File: config.mk
export PLATFORM = sky130hd
export DESIGN_NAME = dacrp_top
export DESIGN_NICKNAME = d
export VERILOG_FILES = /design/src/dacrp_pkg.sv /design/src/dacrp_sync.sv /design/src/dacrp_top.sv
export VERILOG_INCLUDE_DIRS = /design/src /design/src/src
export SDC_FILE = /design/constraint.sdc
export NUM_CORES = 1
export LEC_CHECK = 0
export BUFFER_PORTS_ARGS = -buffer_cell sky130_fd_sc_hd__buf_2
export CAP_MARGIN = 0
export CORE_AREA = 2 2 93 95
export CTS_CLUSTER_SIZE = 12
export DETAILED_ROUTE_END_ITERATION = 12
export DIE_AREA = 0 0 95 97
export GPL_TIMING_DRIVEN = 0
export MAX_ROUTING_LAYER = met4
export PLACE_DENSITY = 0.74
export REMOVE_ABC_BUFFERS = 1
export SYNTH_ARGS = -nofsm -noshare
export SYNTH_HDL_FRONTEND = slang
export SYNTH_SLANG_ARGS = --single-unit
File: constraint.sdc
create_clock -name clk_sys -period 1.75 [get_ports clk_sys]
set_input_delay 0.175 -clock clk_sys [delete_from_list [all_inputs] [get_ports clk_sys]]
set_output_delay 0.175 -clock clk_sys [all_outputs]
set_load 0.005 [all_outputs]
File: src/dacrp_consts.svh
`ifndef DACRP_CONSTS_SVH
`define DACRP_CONSTS_SVH
// result width and msb position
`define DACRP_RES_W 14
`define DACRP_RES_MSB 13
// clock rate in kHz
`define DACRP_CLK_KHZ 25000
// conversion time, high sampling mode, in ns
`define DACRP_CONV_HS_NS 5200
// conversion time, auto sleep mode, in ns
`define DACRP_CONV_AS_NS 10000
// cycles: longest times round down
`define DACRP_CONV_HS_CYC ((`DACRP_CONV_HS_NS * `DACRP_CLK_KHZ) / 1000000)
`define DACRP_CONV_AS_CYC ((`DACRP_CONV_AS_NS * `DACRP_CLK_KHZ) / 1000000)
// counter width
`define DACRP_CNT_W 10
`define DACRP_ONE 10'h001
`define DACRP_ZERO14 14'h0000
`define DACRP_MID14 14'h2000
`endif

File: src/dacrp_pkg.sv
package dacrp_pkg;
  typedef enum logic [1:0] {
    DACRP_IDLE = 2'b00,
    DACRP_CONV = 2'b01
  } dacrp_state_t;
  // which stored result the next read returns
  typedef enum logic {
    DACRP_RD_FIRST = 1'b0,
    DACRP_RD_SECOND = 1'b1
  } dacrp_order_t;
endpackage

File: src/dacrp_sync.sv
`timescale 1ns/1ps
// two-flop synchroniser for one asynchronous pin
module dacrp_sync #(
  parameter logic RST_VAL = 1'b1
) (
  input wire logic clk_sys,
  input wire logic rst,
  input wire logic pin,
  output logic synced
);
  logic meta_q;
  // first flop is read only by the second
  always_ff @(posedge clk_sys) begin
    if (rst) begin
      meta_q <= RST_VAL;
      synced <= RST_VAL;
    end else begin
      meta_q <= pin;
      synced <= meta_q;
    end
  end
endmodule

File: src/dacrp_top.sv
`timescale 1ns/1ps
`include "dacrp_consts.svh"
// ==========================================================
// conversion control and read port
module dacrp_top import dacrp_pkg::*; #(
  parameter int RES_W = `DACRP_RES_W,
  parameter logic UNIPOLAR = 1'b0
) (
  input wire logic clk_sys,
  input wire logic rst,
  input wire logic auto_sleep,
  input wire logic conversion_start_n,
  input wire logic pair_select,
  input wire logic chip_select_n,
  input wire logic read_n,
  input wire logic [RES_W-1:0] input_a_first,
  input wire logic [RES_W-1:0] input_a_second,
  input wire logic [RES_W-1:0] input_b_first,
  input wire logic [RES_W-1:0] input_b_second,
  output logic busy,
  output logic [RES_W-1:0] result_bus_o,
  output logic [RES_W-1:0] result_bus_oe,
  output logic [1:0] held_pair
);
  // ==========================================================
  // parameter checks
  // the store, the coding mask and the bus constants are all fourteen wide
  initial begin
    if (RES_W != `DACRP_RES_W) begin
      $error("result width must be fourteen");
    end
    // the longer conversion count must fit the down counter
    if (`DACRP_CONV_AS_CYC >= (1 << `DACRP_CNT_W)) begin
      $error("conversion count does not fit the counter");
    end
    if (`DACRP_CONV_HS_CYC < 2) begin
      $error("conversion count too short for the sequencer");
    end
  end

  localparam logic [`DACRP_CNT_W-1:0] CONV_HS =
    `DACRP_CNT_W'(`DACRP_CONV_HS_CYC);
  localparam logic [`DACRP_CNT_W-1:0] CONV_AS =
    `DACRP_CNT_W'(`DACRP_CONV_AS_CYC);

  // ==========================================================
  // pin synchronisers
  // reset values match the idle level of each pin, so no false edge
  // follows reset; the cost is two cycles of lag on every host action
  logic start_n_s, sel_s, cs_n_s, rd_n_s, sleep_s;
  dacrp_sync #(.RST_VAL(1'b1)) u_start (
    .clk_sys(clk_sys),
    .rst(rst),
    .pin(conversion_start_n),
    .synced(start_n_s)
  );
  dacrp_sync #(.RST_VAL(1'b0)) u_sel (
    .clk_sys(clk_sys),
    .rst(rst),
    .pin(pair_select),
    .synced(sel_s)
  );
  dacrp_sync #(.RST_VAL(1'b1)) u_cs (
    .clk_sys(clk_sys),
    .rst(rst),
    .pin(chip_select_n),
    .synced(cs_n_s)
  );
  dacrp_sync #(.RST_VAL(1'b1)) u_rd (
    .clk_sys(clk_sys),
    .rst(rst),
    .pin(read_n),
    .synced(rd_n_s)
  );
  dacrp_sync #(.RST_VAL(1'b0)) u_sleep (
    .clk_sys(clk_sys),
    .rst(rst),
    .pin(auto_sleep),
    .synced(sleep_s)
  );

  // ==========================================================
  // edge detection on synced levels
  logic start_n_q, read_q;
  logic start_fall, read_active, read_rise;
  always_ff @(posedge clk_sys) begin
    if (rst) begin
      start_n_q <= 1'b1;
      read_q <= 1'b0;
    end else begin
      start_n_q <= start_n_s;
      read_q <= read_active;
    end
  end
  assign start_fall = start_n_q & ~start_n_s;
  assign read_active = ~cs_n_s & ~rd_n_s;
  assign read_rise = read_q & ~read_active;

  // ==========================================================
  // conversion sequencer
  dacrp_state_t state_q;
  logic [`DACRP_CNT_W-1:0] cnt_q;
  logic sel_q;
  logic [RES_W-1:0] samp_first_q, samp_second_q;
  logic done;
  assign done = (state_q == DACRP_CONV) && (cnt_q == `DACRP_ONE);

  // start holds both inputs of the chosen pair at once
  always_ff @(posedge clk_sys) begin
    if (rst) begin
      sel_q <= 1'b0;
      samp_first_q <= `DACRP_ZERO14;
      samp_second_q <= `DACRP_ZERO14;
    end else if (start_fall && state_q == DACRP_IDLE) begin
      sel_q <= sel_s;
      samp_first_q <= sel_s ? input_b_first : input_a_first;
      samp_second_q <= sel_s ? input_b_second : input_a_second;
    end
  end

  // starts during a conversion are ignored; a real part cannot take them
  always_ff @(posedge clk_sys) begin
    if (rst) begin
      state_q <= DACRP_IDLE;
      cnt_q <= `DACRP_ONE;
    end else begin
      unique case (state_q)
        DACRP_IDLE: begin
          if (start_fall) begin
            state_q <= DACRP_CONV;
            cnt_q <= sleep_s ? CONV_AS : CONV_HS;
          end
        end
        DACRP_CONV: begin
          if (done) begin
            state_q <= DACRP_IDLE;
          end else begin
            cnt_q <= cnt_q - `DACRP_ONE;
          end
        end
        default: begin
          state_q <= DACRP_IDLE;
        end
      endcase
    end
  end

  // busy rises with the start and falls at the end
  always_ff @(posedge clk_sys) begin
    if (rst) begin
      busy <= 1'b0;
    end else if (start_fall && state_q == DACRP_IDLE) begin
      busy <= 1'b1;
    end else if (done) begin
      busy <= 1'b0;
    end
  end

  // ==========================================================
  // result store: coding per range variant
  logic [RES_W-1:0] res_first_q, res_second_q;
  function automatic logic [RES_W-1:0] code(input logic [RES_W-1:0] s);
    // samples arrive offset binary; bipolar flips msb
    code = UNIPOLAR ? s : (s ^ `DACRP_MID14);
  endfunction
  always_ff @(posedge clk_sys) begin
    if (rst) begin
      res_first_q <= `DACRP_ZERO14;
      res_second_q <= `DACRP_ZERO14;
    end else if (done) begin
      res_first_q <= code(samp_first_q);
      res_second_q <= code(samp_second_q);
    end
  end

  // ==========================================================
  // read order: advances at the end of each read
  dacrp_order_t order_q;
  always_ff @(posedge clk_sys) begin
    if (rst) begin
      order_q <= DACRP_RD_FIRST;
    end else if (start_fall && state_q == DACRP_IDLE) begin
      order_q <= DACRP_RD_FIRST;
    end else if (read_rise) begin
      order_q <= (order_q == DACRP_RD_FIRST) ? DACRP_RD_SECOND
                                              : DACRP_RD_FIRST;
    end
  end

  // ==========================================================
  // bus drive; reads during conversion return old data
  always_ff @(posedge clk_sys) begin
    if (rst) begin
      result_bus_o <= `DACRP_ZERO14;
      result_bus_oe <= `DACRP_ZERO14;
    end else if (read_active) begin
      result_bus_o <= (order_q == DACRP_RD_FIRST) ? res_first_q
                                                  : res_second_q;
      result_bus_oe <= ~`DACRP_ZERO14;
    end else begin
      result_bus_oe <= `DACRP_ZERO14;
    end
  end

  // held pair shown for the host's benefit: bit1 valid, bit0 pair
  always_ff @(posedge clk_sys) begin
    if (rst) begin
      held_pair <= 2'b00;
    end else if (done) begin
      held_pair <= {1'b1, sel_q};
    end
  end
endmodule

# Yosys cells after proc, flatten, opt, wreduce, memory -nomap -nowiden

Index checks and enable logic that the tools add are counted.

Flip-flop bits (word level): 113
Input bits: 63
Word-level logic and storage cells: 61
Output and inout bits: 31

Add/subtract/negate cells: 1
Bitwise logic cells: 9
Eq/ne operators: 5
Mux-type cells: 14
Reductions and logical operators: 8

Operator list:

| kind                                                                   | count |
|---|---|
| 14-bit two-way mux                                                     | 4 |
| 10-bit two-way mux                                                     | 2 |
| 10-bit one-hot mux with 2 select lines                                 | 1 |
| 10-bit by 1-bit equality test with 1-bit output, second input constant | 1 |
| 10-bit by 1-bit subtractor with 10-bit output, second input constant   | 1 |
| 7-bit two-way mux                                                      | 1 |
| 2-bit inequality test, second input constant                           | 3 |
| 1-bit inverter                                                         | 6 |
| 2-bit two-way mux                                                      | 2 |
| 2-bit one-hot mux with 2 select lines                                  | 1 |
| 2-bit nonzero test                                                     | 2 |
| 1-bit AND                                                              | 3 |
| 1-bit two-way mux                                                      | 3 |
| 3-bit AND reduction                                                    | 1 |
| 2-bit by 1-bit equality test with 1-bit output, second input constant  | 1 |
| 1-bit logical AND                                                      | 2 |
| 2-bit logical NOT                                                      | 1 |
| 2-bit AND reduction                                                    | 1 |
| 2-bit OR reduction                                                     | 1 |

# Longest topological paths before layout

Depth after elaboration: 4
Depth in mapped cells: 7
Mapped depth without buffers: 5

# Modules after synthesis

A second synthesis with hierarchy kept.

Cells, all modules: 440
Area, all modules: 4,005.1 um^2

Modules (own cells, without submodules):

| module     | cells an instance | instances | area an instance (um^2) | seq. area each (um^2) |
|---|---|---|---|---|
| dacrp_top  | 420               | 1         | 3,742.3                 | 1,761.7 |
| dacrp_sync | 4                 | 5         | 52.6                    | 40.0 |

# Least setup slack after synthesis

OpenSTA, ideal clock, no wires.

Kind: register to register
From: register cnt_q[4]
To: register cnt_q[2]
Stages on the path, launching flop included: 5
Period minus slack after synthesis: 1.519 ns
Buffers on the path: 0
Setup time: 0.121 ns
Slack: 0.231 ns
Required time: 1.629 ns
Arrival time: 1.398 ns
Path through: dfxtp_1 > nor4_4 > nand3_1 > nand3_1 > mux2_2

Cells in the longest elaborated chain, start to end: 4

RTL lines:

| what                                                      | line             | source |
|---|---|---|
| from (decl)                                               | dacrp_top.sv:102 | `` logic [`DACRP_CNT_W-1:0] cnt_q; `` |
| from (signal assigned)                                    | dacrp_top.sv:125 | `` cnt_q <= `DACRP_ONE; `` |
| from (signal assigned)                                    | dacrp_top.sv:131 | `cnt_q <= sleep_s ? CONV_AS : CONV_HS;` |
| from (signal assigned)                                    | dacrp_top.sv:138 | `` cnt_q <= cnt_q - `DACRP_ONE; `` |
| 10-bit by 1-bit equality test with 1-bit output (no line) | -                |  |
| 1-bit logical AND                                         | dacrp_top.sv:106 | `` assign done = (state_q == DACRP_CONV) && (cnt_q == `DACRP_ONE); `` |
| 2-bit inequality test (no line)                           | -                |  |
| 3-bit AND reduction (no line)                             | -                |  |

No other way between the ends.
A chain may end at the register's enable or synchronous reset.

# Worst setup path after layout

From: register cnt_q[5]
To: register cnt_q[9]

Cells in the longest elaborated chain, start to end: 4
Elaborated cells between the ends (all ways): 7
Those cells by class: add/sub (1); eq/ne (2); mux (2); reduce/logical (2)

RTL lines:

| what |
|---|
| branches (longest 4 deep; another with 10-bit by 1-bit subtractor with 10-bit output) |

Several ways; the timed one is not identified. The select of a mux whose other input is x is not followed.

==> results_dict.tcl <==
set metrics [dict create \
    ys.flop_type "dfxtp_1" \
    placed_cells 596 \
    antenna_cells 0 \
    clock_skew_ns 0.0106 \
    synth_area_um2 4010 \
    async_reset_ff_share_pct 0 \
    setup_slack_ns -0.00641 \
    antenna_found_initial 0 \
    relSlewSlack_pct 34.3 \
    drv_slew 0 \
    htree_levels 3 \
    worstPathRequired_ns 2.04 \
    drc 0 \
    fin_crit_ns 1.76 \
    grt.total_usage_pct 20.6 \
    reg2reg_to "cnt_q[9]" \
    path_class "register to register" \
    cts_tree "built" \
    core_um2 8130 \
    wl_per_cell_um 13.7 \
    wl_um 8680 \
    timing.rr.start "cnt_q[5]" \
    synth_top_area_share_pct 48.9 \
    timing.hold.ws_ns 0.0154 \
    areaGrowthSynthToFinish_pct 22.2 \
    synth_cell_types 40 \
    io_pins 94 \
    hold_viol 0 \
    status "finished, violations left" \
    layout-drive-gt1-share_pct 28.5 \
    final_cells 631 \
    clkLatencyLatePin_ns 0.35 \
    crit_end "cnt_q[9]" \
    p_per_area_nw_per_um2 928 \
    synth.most_common_cell "dfxtp_1" \
    startpoint_type "register" \
    vias 3247 \
    r2r_cells 4 \
    grt_max_degree 81 \
    placement_rows 33 \
    rsz0062_at_grt "yes" \
    peakVddDrop_mv 0.437 \
    hold_class "input pin to register" \
    synth_cells 441 \
    globalplace.congestion 0.790 \
    crit_path_max_fanout 6 \
    finalCritPeriodShare_pct 100 \
    dr.pass1.iters 4 \
    die_x_um 95 \
    grt_use_met2_pct 33.4 \
    synth.area.top_cells "dfxtp_1 49%, mux2i_1 11%, a211oi_1 8.4%" \
    synth_edf_count 0 \
    numCtsBuffers 9 \
    grt_pass1_vias 3046 \
    yosysSeqAreaShare_pct 48.9 \
    setup.worst_path.end_class "register" \
    grt_util_met3_pct 4.36 \
    critPathMaxStageDelay_ns 0.53 \
    ctsLongestPathBuffers 2 \
    hold_path.startpoint "chip_select_n" \
    critical_path.slowest_cell "or4_1" \
    clk_pin_slew_ns 0.09 \
    pre_cts_slack_ns -0.721 \
    violations "negative setup slack" \
    grt_pass1_wl_um 14600 \
    max_freq_ghz 0.569 \
    synthTopCellsByCount "98 x dfxtp_1, 62 x nand2_1, 55 x nor2_1, 45 x a211oi_1, 43 x mux2i_1" \
    antenna_left 0 \
    top_usage_layer "met2" \
    overflow 0 \
    drv_cap 0 \
    tightest_slew_ns 0.985 \
    hpwl_um 5090 \
    r2r_setup_slack_ns -0.006 \
    yosysWarnings 0 \
    yosys.area.top_type "dfxtp_1" \
    start_util_pct 49.3 \
    grt_use_met1_pct 25.9 \
    syn_avg_cell_area_um2 9.09 \
    drt_iter0_drc 128 \
    setup_violations 1 \
    critPathArrivalTime_ns 2.04 \
    ys_ff_latch 98 \
    io_buffers 93 \
    nets 586 \
    final_core_util_pct 60.2 \
    cts.sinks 98 \
    cp_cell_sequence "nor4_4 > nand2_1 > or4_1 > a21oi_1" \
    vias_per_cell 5.15 \
    leakage_uw 0.00184 \
    dieArea_um2 9220 \
    crit_start "cnt_q[5]" \
    die_y_um 97 \
    cts_root_buf "clkbuf_8" \
]
## report_power, final
| part | total (uW) | internal (uW) | switching [uW] |
|---|---|---|---|
| clock | 1690 | 943 | 742 |
| sequential | 2380 | 2310 | 71.6 |
| combinational | 484 | 237 | 247 |
| total | 4550 | 3490 | 1060 |
## cell families (layout without fill, tap and decap cells)
logic type / after synthesis / count (layout) / synth area share [%]
AO/OA/AOI/OAI: 91 / 91 / 15.1
XOR/XNOR: 3 / 3 / 0.656
adder cells (fa/ha/maj): 2 / 2 / 0.624
buffers and inverters: 48 / 130 / 6.12
flip-flops: 98 / 98 / 48.9
multiplexers: 45 / 45 / 11.3
AND/OR/NAND/NOR: 154 / 157 / 17.2
## routing by layer
layer	share of wire (%)	routed length, um
met2	50	4310
met5	0	0
met3	5.2	455
met1	44	3820
met4	1.0	87
## worst min-delay path by stage
stage | endpoint | slack [ns] | depth (start not counted)
final | u_cs.meta_q | 0.02 | 2
after global routing | u_sel.meta_q | 0.006 | 2
after detailed placement | u_cs.meta_q | 0.37 | 2
after CTS | u_cs.meta_q | 0.002 | 2
after floorplan | cnt_q[7] | 0.24 | 1
after global placement | u_start.meta_q | 0.36 | 2
## critical path, delay by kind of cell (launching register included)
family / cells / cell delay [ns]
AO/OA/AOI/OAI: 1 / 0.16
flip-flops: 1 / 0.37
AND/OR/NAND/NOR: 3 / 1.15
## cells in the final DEF (no fill, tap or decap), types with 5 or more instances in the layout
| cell type | synthesis | layout |
|---|---|---|
| nor3_1 | 7 | 6 |
| nor2b_1 | 5 | 5 |
| or2_2 | 7 | 7 |
| clkbuf_8 | 0 | 9 |
| buf_2 | 10 | 92 |
| dfxtp_1 | 98 | 94 |
| a21oi_1 | 32 | 32 |
| a211oi_1 | 45 | 45 |
| nand2_1 | 62 | 62 |
| buf_4 | 14 | 13 |
| mux2i_1 | 43 | 43 |
| nor2_1 | 55 | 53 |
## area by class of cell
| type | instances | area (um2) |
|---|---|---|
| inverter | 2 | 7.51 |
| timing repair buffer | 112 | 691 |
| fill | 719 | 3240 |
| tap | 105 | 131 |
| multi-input combinational | 298 | 1870 |
| clock buffer | 10 | 128 |
| sequential | 98 | 1970 |
| clock inverter | 6 | 105 |
## stage by stage
step           power [uW]  TNS (ns)  cell area, um2
5_1_grt              4750    -0.230            4900
6_report             4550  -0.00641            4900
3_5_place_dp         2830    -22.17            4440
4_1_cts              4530         0            4790
2_1_floorplan        2640    -40.05            3770
3_3_place_gp         2800   -103.66            4370
## sequential cells by signal (all words and copies together), names as in the netlist, 2 cells and up
signal and flops:
result_bus_o 14, cnt_q 10, samp_second_q 14, samp_first_q 14, res_second_q 14, held_pair 2, res_first_q 14
## what timing repair did
action / in CTS / in global routing
pin swaps: 4 / 2
endpoints found under the hold margin: 1 / 0
resized for setup: 6 / 6
setup buffers: 7 / 8
cloned: 3 / 0
endpoints found under the setup margin: 51 / 22
hold buffers: 1 / 0
Power figures use the tool's default switching activity.
